$ cat config.mk
export PLATFORM = sky130hd
export DESIGN_NAME = otpg_top
export DESIGN_NICKNAME = d
export VERILOG_FILES = /design/src/otpg_pkg.sv /design/src/otpg_lane_if.sv /design/src/otpg_lane.sv /design/src/otpg_skid.sv /design/src/otpg_top.sv
export VERILOG_INCLUDE_DIRS = /design/src
export SDC_FILE = /design/constraint.sdc
export NUM_CORES = 1
export LEC_CHECK = 0
export ABC_AREA = 0
export BUFFER_PORTS_ARGS = -buffer_cell sky130_fd_sc_hd__buf_4
export CAP_MARGIN = 30
export CORE_ASPECT_RATIO = 1.75
export CORE_UTILIZATION = 45
export CTS_BUF_LIST = sky130_fd_sc_hd__clkbuf_4 sky130_fd_sc_hd__clkbuf_8 sky130_fd_sc_hd__clkbuf_16
export DETAILED_ROUTE_END_ITERATION = 12
export PLACE_DENSITY = 0.73
export SYNTH_ARGS = -nofsm -noshare
export SYNTH_HDL_FRONTEND = slang
export SYNTH_SLANG_ARGS = --single-unit
$ cat constraint.sdc
create_clock -name sys_clk_i -period 3.8 [get_ports sys_clk_i]
set_input_delay 0.57 -clock sys_clk_i [delete_from_list [all_inputs] [get_ports sys_clk_i]]
set_output_delay 0.57 -clock sys_clk_i [all_outputs]
set_load 0.005 [all_outputs]
$ cat src/otpg_consts.svh
// Offsets, field positions, reset values and pattern codes of the output test pattern generator
`ifndef OTPG_CONSTS_SVH
`define OTPG_CONSTS_SVH
`define OTPG_OFF_CUST_A_LO 8'h33
`define OTPG_OFF_CUST_A_HI 8'h34
`define OTPG_OFF_CUST_B_LO 8'h35
`define OTPG_OFF_CUST_B_HI 8'h36
`define OTPG_OFF_SEL1 8'h37
`define OTPG_OFF_SEL2 8'h38
`define OTPG_OFF_SHARE 8'h39
`define OTPG_OFF_RESTART 8'h3A
`define OTPG_OFF_STATUS 8'h3C
`define OTPG_REG_RESET 8'h00
`define OTPG_SEL_Q_MSB 7
`define OTPG_SEL_Q_LSB 4
`define OTPG_SEL_I_MSB 3
`define OTPG_SEL_I_LSB 0
`define OTPG_SHARE_BIT 0
`define OTPG_RST_EN_BIT 0
`define OTPG_RST_PULSE_BIT 1
`define OTPG_CODE_NORMAL 4'h0
`define OTPG_CODE_ZEROS 4'h1
`define OTPG_CODE_ONES 4'h2
`define OTPG_CODE_TOGGLE 4'h3
`define OTPG_CODE_RAMP 4'h4
`define OTPG_CODE_SINGLE 4'h6
`define OTPG_CODE_DOUBLE 4'h7
`define OTPG_CODE_DESKEW 4'h8
`define OTPG_TOGGLE_WORD 16'hAAAA
`define OTPG_DESKEW_WORD 16'h0FFF
`endif

$ cat src/otpg_pkg.sv
// Types shared by the output test pattern generator
`default_nettype none
package otpg_pkg;
	typedef logic [15:0] otpg_word_t;
	typedef logic [3:0] otpg_code_t;
	typedef enum logic [1:0] {
		OTPG_BUS_IDLE = 2'b00,
		OTPG_BUS_WRITE = 2'b01,
		OTPG_BUS_READ = 2'b11
	} otpg_bus_e;
endpackage
`default_nettype wire

$ cat src/otpg_lane_if.sv
// Pattern context carried from the top to each lane
`timescale 1ns/1ps
`default_nettype none
interface otpg_lane_if;
	logic [3:0] code;
	logic [15:0] word_a;
	logic [15:0] word_b;
	logic [15:0] ramp;
	logic phase;
	modport src (output code, output word_a, output word_b, output ramp, output phase);
	modport dst (input code, input word_a, input word_b, input ramp, input phase);
endinterface
`default_nettype wire

$ cat src/otpg_lane.sv
// One stream lane: picks normal data or a test pattern
`timescale 1ns/1ps
`default_nettype none
`include "otpg_consts.svh"
module otpg_lane (
	otpg_lane_if.dst ctx,
	input wire logic [15:0] norm_i,
	output logic [15:0] word_o
);
	import otpg_pkg::*;
	always_comb begin
		case (ctx.code)
			`OTPG_CODE_ZEROS: word_o = 16'h0000;
			`OTPG_CODE_ONES: word_o = 16'hFFFF;
			`OTPG_CODE_TOGGLE: word_o = ctx.phase ? ~`OTPG_TOGGLE_WORD : `OTPG_TOGGLE_WORD;
			`OTPG_CODE_RAMP: word_o = ctx.ramp;
			`OTPG_CODE_SINGLE: word_o = ctx.word_a;
			`OTPG_CODE_DOUBLE: word_o = ctx.phase ? ctx.word_b : ctx.word_a;
			`OTPG_CODE_DESKEW: word_o = `OTPG_DESKEW_WORD;
			default: word_o = norm_i;
		endcase
	end
endmodule // otpg_lane
`default_nettype wire

$ cat src/otpg_skid.sv
// Two-entry buffer with valid and ready on both sides
`timescale 1ns/1ps
`default_nettype none
module otpg_skid (
	input wire logic sys_clk_i,
	input wire logic reset_i,
	input wire logic in_valid_i,
	output logic in_ready_o,
	input wire logic [63:0] in_data_i,
	output logic out_valid_o,
	input wire logic out_ready_i,
	output logic [63:0] out_data_o
);
	typedef struct packed {
		logic [63:0] d0;
		logic [63:0] d1;
		logic [1:0] cnt;
	} otpg_skid_s;
	otpg_skid_s st_r;
	otpg_skid_s st_nxt;
	logic push;
	logic pop;
	assign in_ready_o = (st_r.cnt != 2'h2);
	assign out_valid_o = (st_r.cnt != 2'h0);
	assign out_data_o = st_r.d0;
	assign push = in_valid_i && in_ready_o;
	assign pop = out_valid_o && out_ready_i;
	always_comb begin
		st_nxt = st_r;
		if (pop) begin
			st_nxt.d0 = st_r.d1;
		end
		if (push) begin
			if ((st_r.cnt == 2'h0) || ((st_r.cnt == 2'h1) && pop)) begin
				st_nxt.d0 = in_data_i;
			end else begin
				st_nxt.d1 = in_data_i;
			end
		end
		st_nxt.cnt = 2'(st_r.cnt + {1'b0, push} - {1'b0, pop});
	end
	always_ff @(posedge sys_clk_i) begin
		if (reset_i) begin
			st_r <= '0;
		end else begin
			st_r <= st_nxt;
		end
	end
endmodule // otpg_skid
`default_nettype wire

$ cat src/otpg_top.sv
// Output test pattern generator for two down-converter I/Q streams
`timescale 1ns/1ps
`default_nettype none
`include "otpg_consts.svh"
module otpg_top (
	input wire logic sys_clk_i,
	input wire logic reset_i,
	input wire logic [31:0] haddr,
	input wire logic [1:0] htrans,
	input wire logic hwrite,
	input wire logic [2:0] hsize,
	input wire logic hsel,
	input wire logic hready,
	input wire logic [31:0] hwdata,
	output logic [31:0] hrdata,
	output logic hreadyout,
	output logic hresp,
	input wire logic samp_valid_i,
	output logic samp_ready_o,
	input wire logic [15:0] first_down_converter_i_i,
	input wire logic [15:0] first_down_converter_q_i,
	input wire logic [15:0] second_down_converter_i_i,
	input wire logic [15:0] second_down_converter_q_i,
	output logic link_valid_o,
	input wire logic link_ready_i,
	output logic [15:0] first_down_converter_i_o,
	output logic [15:0] first_down_converter_q_o,
	output logic [15:0] second_down_converter_i_o,
	output logic [15:0] second_down_converter_q_o,
	output logic pattern_active_o
);
	import otpg_pkg::*;

	// ==========================================================
	// State
	typedef struct packed {
		logic [7:0] sel1;
		logic [7:0] sel2;
		logic share;
		logic restart_enable;
		logic restart_pulse;
		logic [15:0] custom_word_a;
		logic [15:0] custom_word_b;
		logic [15:0] ramp;
		logic phase;
		logic [7:0] wr_addr;
		otpg_bus_e bus;
		logic [31:0] rdata;
		logic [7:0] restart_count;
	} otpg_top_s;
	otpg_top_s st_r;
	otpg_top_s st_nxt;

	logic addr_ok;
	logic restart_fire;
	logic [7:0] rd_val;
	logic [3:0] code_fi;
	logic [3:0] code_fq;
	logic [3:0] code_si;
	logic [3:0] code_sq;
	logic [63:0] lane_words;
	logic [63:0] buf_out;
	logic buf_in_ready;

	// ==========================================================
	// Stream selection
	// Sharing off: all four streams follow one code
	always_comb begin
		if (st_r.share) begin
			code_fi = st_r.sel1[`OTPG_SEL_I_MSB:`OTPG_SEL_I_LSB];
			code_fq = st_r.sel1[`OTPG_SEL_Q_MSB:`OTPG_SEL_Q_LSB];
			code_si = st_r.sel2[`OTPG_SEL_I_MSB:`OTPG_SEL_I_LSB];
			code_sq = st_r.sel2[`OTPG_SEL_Q_MSB:`OTPG_SEL_Q_LSB];
		end else begin
			code_fi = st_r.sel1[`OTPG_SEL_I_MSB:`OTPG_SEL_I_LSB];
			code_fq = code_fi;
			code_si = code_fi;
			code_sq = code_fi;
		end
	end

	otpg_lane_if ctx_fi ();
	otpg_lane_if ctx_fq ();
	otpg_lane_if ctx_si ();
	otpg_lane_if ctx_sq ();
	assign ctx_fi.code = code_fi;
	assign ctx_fq.code = code_fq;
	assign ctx_si.code = code_si;
	assign ctx_sq.code = code_sq;
	assign ctx_fi.word_a = st_r.custom_word_a;
	assign ctx_fq.word_a = st_r.custom_word_a;
	assign ctx_si.word_a = st_r.custom_word_a;
	assign ctx_sq.word_a = st_r.custom_word_a;
	assign ctx_fi.word_b = st_r.custom_word_b;
	assign ctx_fq.word_b = st_r.custom_word_b;
	assign ctx_si.word_b = st_r.custom_word_b;
	assign ctx_sq.word_b = st_r.custom_word_b;
	assign ctx_fi.ramp = st_r.ramp;
	assign ctx_fq.ramp = st_r.ramp;
	assign ctx_si.ramp = st_r.ramp;
	assign ctx_sq.ramp = st_r.ramp;
	assign ctx_fi.phase = st_r.phase;
	assign ctx_fq.phase = st_r.phase;
	assign ctx_si.phase = st_r.phase;
	assign ctx_sq.phase = st_r.phase;

	otpg_lane u_lane_fi (.ctx(ctx_fi), .norm_i(first_down_converter_i_i), .word_o(lane_words[15:0]));
	otpg_lane u_lane_fq (.ctx(ctx_fq), .norm_i(first_down_converter_q_i), .word_o(lane_words[31:16]));
	otpg_lane u_lane_si (.ctx(ctx_si), .norm_i(second_down_converter_i_i), .word_o(lane_words[47:32]));
	otpg_lane u_lane_sq (.ctx(ctx_sq), .norm_i(second_down_converter_q_i), .word_o(lane_words[63:48]));

	// ==========================================================
	// Output buffer
	// A stall by the link holds the source rather than dropping words
	otpg_skid u_skid (
		.sys_clk_i(sys_clk_i),
		.reset_i(reset_i),
		.in_valid_i(samp_valid_i),
		.in_ready_o(buf_in_ready),
		.in_data_i(lane_words),
		.out_valid_o(link_valid_o),
		.out_ready_i(link_ready_i),
		.out_data_o(buf_out)
	);
	assign samp_ready_o = buf_in_ready;
	assign first_down_converter_i_o = buf_out[15:0];
	assign first_down_converter_q_o = buf_out[31:16];
	assign second_down_converter_i_o = buf_out[47:32];
	assign second_down_converter_q_o = buf_out[63:48];
	assign pattern_active_o = (code_fi != `OTPG_CODE_NORMAL) || (code_fq != `OTPG_CODE_NORMAL)
		|| (code_si != `OTPG_CODE_NORMAL) || (code_sq != `OTPG_CODE_NORMAL);

	// ==========================================================
	// Bus slave
	assign addr_ok = hsel && hready && htrans[1];
	assign hreadyout = 1'b1;
	assign hresp = 1'b0;
	assign hrdata = st_r.rdata;

	always_comb begin
		case (haddr[9:2])
			`OTPG_OFF_CUST_A_LO: rd_val = st_r.custom_word_a[7:0];
			`OTPG_OFF_CUST_A_HI: rd_val = st_r.custom_word_a[15:8];
			`OTPG_OFF_CUST_B_LO: rd_val = st_r.custom_word_b[7:0];
			`OTPG_OFF_CUST_B_HI: rd_val = st_r.custom_word_b[15:8];
			`OTPG_OFF_SEL1: rd_val = st_r.sel1;
			`OTPG_OFF_SEL2: rd_val = st_r.sel2;
			`OTPG_OFF_SHARE: rd_val = {7'h00, st_r.share};
			`OTPG_OFF_RESTART: rd_val = {6'h00, st_r.restart_pulse, st_r.restart_enable};
			`OTPG_OFF_STATUS: rd_val = st_r.restart_count;
			default: rd_val = 8'h00;
		endcase
	end

	// Falling edge of the restart bit while enabled
	assign restart_fire = (st_r.bus == OTPG_BUS_WRITE) && (st_r.wr_addr == `OTPG_OFF_RESTART)
		&& st_r.restart_enable && st_r.restart_pulse && !hwdata[`OTPG_RST_PULSE_BIT];

	// ==========================================================
	// Next state
	always_comb begin
		st_nxt = st_r;
		st_nxt.bus = OTPG_BUS_IDLE;
		if (addr_ok) begin
			st_nxt.bus = hwrite ? OTPG_BUS_WRITE : OTPG_BUS_READ;
			st_nxt.wr_addr = haddr[9:2];
			if (!hwrite) begin
				st_nxt.rdata = {24'h000000, rd_val};
			end
		end
		if (st_r.bus == OTPG_BUS_WRITE) begin
			case (st_r.wr_addr)
				`OTPG_OFF_CUST_A_LO: st_nxt.custom_word_a[7:0] = hwdata[7:0];
				`OTPG_OFF_CUST_A_HI: st_nxt.custom_word_a[15:8] = hwdata[7:0];
				`OTPG_OFF_CUST_B_LO: st_nxt.custom_word_b[7:0] = hwdata[7:0];
				`OTPG_OFF_CUST_B_HI: st_nxt.custom_word_b[15:8] = hwdata[7:0];
				`OTPG_OFF_SEL1: st_nxt.sel1 = hwdata[7:0];
				`OTPG_OFF_SEL2: st_nxt.sel2 = hwdata[7:0];
				`OTPG_OFF_SHARE: st_nxt.share = hwdata[`OTPG_SHARE_BIT];
				`OTPG_OFF_RESTART: begin
					st_nxt.restart_enable = hwdata[`OTPG_RST_EN_BIT];
					st_nxt.restart_pulse = hwdata[`OTPG_RST_PULSE_BIT];
				end
				default: st_nxt.rdata = st_r.rdata;
			endcase
		end
		// Pattern advances only on accepted samples, so a stall keeps the sequence intact
		if (restart_fire) begin
			st_nxt.ramp = 16'h0000;
			st_nxt.phase = 1'b0;
			st_nxt.restart_count = 8'(st_r.restart_count + 8'h01);
		end else if (samp_valid_i && buf_in_ready) begin
			st_nxt.ramp = 16'(st_r.ramp + 16'h0001);
			st_nxt.phase = !st_r.phase;
		end
	end

	always_ff @(posedge sys_clk_i) begin
		if (reset_i) begin
			st_r <= '0;
		end else begin
			st_r <= st_nxt;
		end
	end
endmodule // otpg_top
`default_nettype wire

### Yosys cells after proc, flatten, opt, wreduce, memory -nomap -nowiden

Cells that the tools add are included.

| cells by class | value |
|---|---|
| $add $sub $neg | 4 |
| equality and inequality tests | 49 |
| multiplexer cells | 19 |
| bitwise logic cells | 2 |
| reductions and logical operators | 33 |

Operators with widths:

| operator | number |
|---|---|
| case mux 16 bit (7 select lines) | 4 |
| 2-to-1 mux 64 bit | 3 |
| == test 8 x 6 -> 1 bit, second input constant | 17 |
| 2-to-1 mux 128 bit | 1 |
| 2-to-1 mux 32 bit | 4 |
| case mux 8 bit (9 select lines) | 1 |
| == test 4 x 3 -> 1 bit, second input constant | 12 |
| == test 4 x 2 -> 1 bit, second input constant | 8 |
| 2-to-1 mux 16 bit | 2 |
| AND reduction 2 bit | 9 |
| adder 16 x 1 -> 16 bit, second input constant | 1 |
| == test 4 x 1 -> 1 bit, second input constant | 4 |
| == test 4 bit, second input constant | 4 |
| nonzero test 4 bit | 4 |
| 2-to-1 mux 4 bit | 3 |
| logical AND 1 bit | 9 |
| adder 8 x 1 -> 8 bit, second input constant | 1 |
| OR reduction 8 bit | 1 |
| == test 2 x 1 -> 1 bit, second input constant | 2 |
| logical OR 1 bit | 4 |
| inequality test 2 bit, second input constant | 2 |
| OR reduction 2 bit | 2 |
| adder 2 x 1 -> 2 bit | 1 |
| logical NOT 1 bit | 2 |
| other kinds (5) | 6 |

| storage, ports and cells | value |
|---|---|
| register bits | 248 |
| bits of input ports | 140 |
| logic and storage cells | 125 |

### Longest topological paths before layout

| depth | value |
|---|---|
| depth after elaboration | 6 |
| gate-level depth with buffers | 10 |
| mapped depth without buffers | 8 |

### Modules after synthesis

From an unflattened synthesis, not the netlist that was laid out.

| unflattened totals | value |
|---|---|
| cells, all modules | 1635 |
| area, all modules | 13673.1 um^2 |

By module, submodules not included:

| module | instances | cells each | area an instance (um^2) |
|---|---|---|---|
| otpg_skid | 1 | 667 | 5993.2 |
| otpg_top | 1 | 516 | 4576.9 |
| otpg_lane | 4 | 113 | 775.7 |

### Least setup slack after synthesis

OpenSTA, ideal clock, no wires.

| timing path | value |
|---|---|
| path type | input to register |
| start | in haddr[2] |
| end | reg st_r (netlist bit hrdata[4]) |
| arrival time | 2084 ps |
| setup slack | 1581 ps |
| stages on the path | 5 |
| buffers on the path | 2 |
| cells stage by stage | clkbuf_1 > clkbuf_1 > mux4_2 > a222oi_1 > o2bb2ai_1 |

| between the ends | value |
|---|---|
| word-level cells in the longest chain between the ends | 6 |
| elaborated cells between the ends (all ways) | 14 |
| those cells by class | 9 x eq/ne; 5 x mux |

RTL lines:

| what | line | RTL |
|---|---|---|
| start, declared | otpg_top.sv:8 | `input wire logic [31:0] haddr,` |
| == test 8 x 6 -> 1 bit | otpg_top.sv:141 | `case (haddr[9:2])` |
| case mux 8 bit (9 select lines) (*) | otpg_top.sv:141 |  |
| 2-to-1 mux 32 bit (*) | otpg_top.sv:167 | `if (!hwrite) begin` |
| 2-to-1 mux 32 bit (*) | otpg_top.sv:164 | `if (addr_ok) begin` |
| 2-to-1 mux 32 bit | otpg_top.sv:172 | `case (st_r.wr_addr)` |
| 2-to-1 mux 32 bit (*) | otpg_top.sv:171 | `if (st_r.bus == OTPG_BUS_WRITE) begin` |
| end signal, assigned | otpg_top.sv:202 | `st_r <= st_nxt;` |
| end, declared | otpg_top.sv:51 | `otpg_top_s st_r;` |

Mark *: on every way between the ends. The rest lies on a longest branch, timed or not. The select of a mux whose other input is x is not followed.
A chain may end at the register's enable or synchronous reset.

### Worst setup path in the final report

| timing path | value |
|---|---|
| start | reg st_r[101] (netlist bit) |
| end | out pattern_active_o |

| between the ends | value |
|---|---|
| word-level cells in the longest chain between the ends | 5 |
| elaborated cells between the ends (all ways) | 9 |
| those cells by class | 3 x mux; 6 x reduce/logical |

RTL lines:

| what | line | RTL |
|---|---|---|
| 2-to-1 mux 4 bit | otpg_top.sv:69 | `if (st_r.share) begin` |
| nonzero test 4 bit (no source line) | -- |  |
| logical OR 1 bit (2 in series) | otpg_top.sv:130 | `` assign pattern_active_o = (code_fi != `OTPG_CODE_NORMAL) \|\| (code_fq != `OTPG_CODE_NORMAL) `` |
| logical OR 1 bit (*) | otpg_top.sv:130 |  |
| end, declared | otpg_top.sv:30 | `output logic pattern_active_o` |

Mark *: on every way between the ends. The rest lies on a longest branch, timed or not.

==> results.md <==
* Hold Crit Class: in -> reg
* FMAX at 0.2896 GHz
* IO Port Bufs at 162
* Minimum clock period at between 3000 and 4000 ps
* Worst Tran Pin Value at 997.8 ps
* Worst R2R Setup Slack at 640 ps
* Worst Min Path Start: hwrite
* Vias at about 14000
* Final Hold Fails at 0
* Crit. End Element: primary output
* Die Height at 235.1 µm
* Fraction of layout cells with a size suffix above 1 at between 15 and 20%
* Initial antenna violation count at 1
* Post-synthesis simple-gate area fraction at between 20% and 30%
* Final setup viols at 0
* Combinational share of power at 25.9%
* Hpwl dp at between 30000 and 40000 µm
* Worst-path cell chain: nor3b_2, or2_1, nand4_1, buf_4
* Total CTS buffers at 23
* Vias/cell at about 6.3
* Period utilization at 90.87%
* CP max FO at 18
* RSZ-0062 raised after global routing: false
* Vias in the first global route at 12600
* Worst R2R Start: st_r[101]
* Crit-path max cell delay at 770 ps
* Total Routing Usage GR at 29.86%
* Cells after DPL at 2113
* Die extent in x at 135.2 µm
* WL final at 48400 µm
* CTS tree: built
* DRT Pass-1 Iters at 10
* Mapped cell area at 13970 µm²
* Sw Ratio at 33.24%
* Synth cell types at 80
* Violated checks: DRC
* Gp weighted congestion at 0.9673
* Worst-Skew Late Latency at between 500 and 600 ps
* Row cnt at 85
* Core Box Area at 30630 µm²
* Adder-Cell Fraction of Synth Area at less than 1%
* Ports at 241
* Critical-path top delay cell: dfxtp_1
* Largest family of logic cells by synthesized area: compound AO/OA/AOI/OAI gates
* Flop pwr share at slightly above 40%
* Register Area at 4486 µm²
* Fin nets at 1891
* Busiest grt layer: met2
* # clock sinks at 224
* Antenna viol nets, final at 0
* Post-DP Area at about 15000 µm²
* Post-synthesis xor/xnor area fraction at between 1.5 and 2%
* Pint at 0.004551 W
* Clock buffer depth at 3
* Async SR Flop Fraction at 0%
* Post-CTS Repair Setup Buffers at 0
* Clock slew at reported path FFs at about 70 ps
* Most frequent cells in the layout: 223 x dfxtp_1, 189 x buf_4, 165 x nand2_1
* Filler cells at between 2000 and 3000
* R2R depth at 7
* Commonest non-fill, non-tap cell in the layout: dfxtp_1
* Avg Cell Area, Syn at 8.000 µm²
* Multi-input logic area at 8212 µm²
* Setup Skew at around 16 ps
* Worst Path Required at around 3200 ps
* VDD IR max at 0.3087 mV
* Yosys warns at 0
* Post-synthesis register bit count at 224
* Starting DRC count in detailed routing at 1284
* Largest net degree at the start of global routing at 106
* Post-synthesis sequential area ratio at 32.10%
* Clock Power Share at 33.7%
* Cell family with most CP delay: simple AND/OR/NAND/NOR gates
* Cts hold-fix bufs at 0
* Hold path depth at 2
* Grt met1 use at 35.19%
* Rel. slew slack at 33.41%
* Final std cells w/o fill at ~2200
* Resized cells post-CTS at 0
* Main synth FF type: dfxtp_1
* CP Class: reg -> out
* Pwr Density at 441.0 nW/µm²
* Number of H-tree levels at 1
* M2 GR Usage at approximately half
* Root Driver: clkbuf_16
* Drc violations at 2
* Initial Util at 45.60%
* Worst r2r dst: u_skid.st_r[39]
* Design area at 15460 µm²
* M3 GR Usage at 4.466%
* DIE AREA at between 30000 and 40000 µm²
* Sw power at roughly 0.0023 W
* WP data arrival at 2880 ps
* Post-synth EDFFs at 0
* Leak Pwr at ~5.7 nW
* Hold Path Sink: st_r[41]
* Mux share of post-synthesis cell area at between 10% and 20%
* Number of max-cap violations at 0
* Synth Area in Compound Gates at 24.70%
* Total Power at 0.006817 W
* DR WL/cell at roughly 22 µm
* GRT overflow at 0
* Syn-to-layout area delta at 10.67%
* Final TNS setup at 0 ps
* Cells after Synth at ~1700
* CP Launch Type: flop
* Slew Limit Fails at 0
* Outcome: finished, violations left
* Worst Path Buf+Inv at 1
* First-pass GRT wire length at 73150 µm
-- final cells by class --
class	count	area share, %
Clock buffer	29	4.136
Tap cell	391	3.165
Multi-Input combinational cell	1292	53.12
Clock inverter	12	0.7446
Timing Repair Buffer	191	9.437
Antenna cell	1	0.01619
Sequential cell	224	29.02
Inverter	15	0.3642
-- per-layer routing --
metal	vias up	wire, µm
met5	-	0
met4	0	3829
met3	169	3729
met2	747	22820
met1	6506	18010
li1	6259	-
-- cell families (layout without fill, tap and decap cells) --
| family | Yosys count | count (layout) |
|---|---|---|
| mux | 130 | 130 |
| compound gates | 500 | 500 |
| xor+xnor | 30 | 30 |
| flops | 224 | 224 |
| fa+ha+maj | 4 | 4 |
| other cells | 2 | 27 |
| simple gates | 602 | 602 |
| buf+inv | 254 | 247 |
-- power groups by stage --
stage	sequential (W)	combinational, W	clock [W]
final	0.00275	0.00176	0.00230
after global routing	0.00277	0.00192	0.00242
after CTS	0.00275	0.00174	0.00233
after detailed placement	0.00280	0.00173	0
after global placement	0.00280	0.00169	0
after floorplan	0.00273	0.00132	0
-- how the worst max path moves through the flow --
stage,startpoint,to,slack (ps),cells past startpoint
CTS,st_r[101],pattern_active_o,390,4
global placement,st_r[101],u_skid.st_r[36],800,7
global route,st_r[101],pattern_active_o,260,6
floorplan,haddr[2],hrdata[4],1580,5
finish,st_r[101],pattern_active_o,350,4
detailed placement,st_r[101],u_skid.st_r[42],720,7
-- cell usage after synthesis (4+ instances only) --
| cell | number | area (µm²) |
|---|---|---|
| dfxtp_1 | 224 | 4484 |
| nand2_1 | 165 | 619.3 |
| a21oi_1 | 161 | 805.8 |
| nor2_1 | 155 | 581.8 |
| mux2i_1 | 108 | 1081 |
| buf_4 | 103 | 773.2 |
| clkbuf_1 | 96 | 360.4 |
| nand3_1 | 90 | 450.4 |
| o21ai_0 | 86 | 430.4 |
| nor3_1 | 57 | 285.3 |
| o221ai_1 | 28 | 245.2 |
| a211oi_1 | 27 | 202.7 |
| a2111oi_2 | 26 | 390.4 |
| buf_2 | 26 | 130.1 |
| nor2b_1 | 26 | 162.7 |
| o311ai_1 | 26 | 227.7 |
| and2_1 | 25 | 156.4 |
| o22ai_1 | 21 | 131.4 |
| a21o_1 | 18 | 135.1 |
| xnor2_1 | 17 | 148.9 |
| o31ai_1 | 16 | 120.1 |
| inv_1 | 14 | 52.55 |
| o21ai_1 | 14 | 70.07 |
| nor3b_1 | 13 | 97.59 |
| xor2_1 | 13 | 113.9 |
| buf_1 | 11 | 41.29 |
| mux2_2 | 11 | 123.9 |
| nand2b_1 | 11 | 68.82 |
| and3_1 | 10 | 62.56 |
| a31oi_1 | 9 | 56.30 |
| nand4_1 | 9 | 56.30 |
| o211ai_1 | 8 | 60.06 |
| o2bb2ai_1 | 8 | 70.07 |
| mux4_2 | 7 | 157.7 |
| o32a_1 | 7 | 70.07 |
| a222oi_1 | 6 | 60.06 |
| a311oi_1 | 6 | 52.55 |
| nand3b_1 | 5 | 37.54 |
| nor2_2 | 5 | 31.28 |
| or2_2 | 5 | 31.28 |
| ha_1 | 4 | 50.05 |
| mux2i_2 | 4 | 55.05 |
| or3b_1 | 4 | 35.03 |
-- registers in the layout, indices dropped and copies added, names as in the netlist --
name	flops
ctx_fi.word_b	16
u_skid.st_r	66
ctx_fi.phase	1
u_skid.out_data_o	64
ctx_fi.ramp	16
st_r	33
ctx_fi.word_a	16
code_fi	4
hrdata	8
-- stage by stage --
step	utilization (%)	hold WS [ps]	setup WS [ps]
5_1_grt	50.47	230.4	259.2
6_report	50.47	214.7	347.0
4_1_cts	50.46	205.2	389.2
2_1_floorplan	-	431.8	1581
3_3_place_gp	47.97	441.3	803.5
3_5_place_dp	48.00	446.9	716.5
No activity file was read; power rests on OpenSTA's default activity.
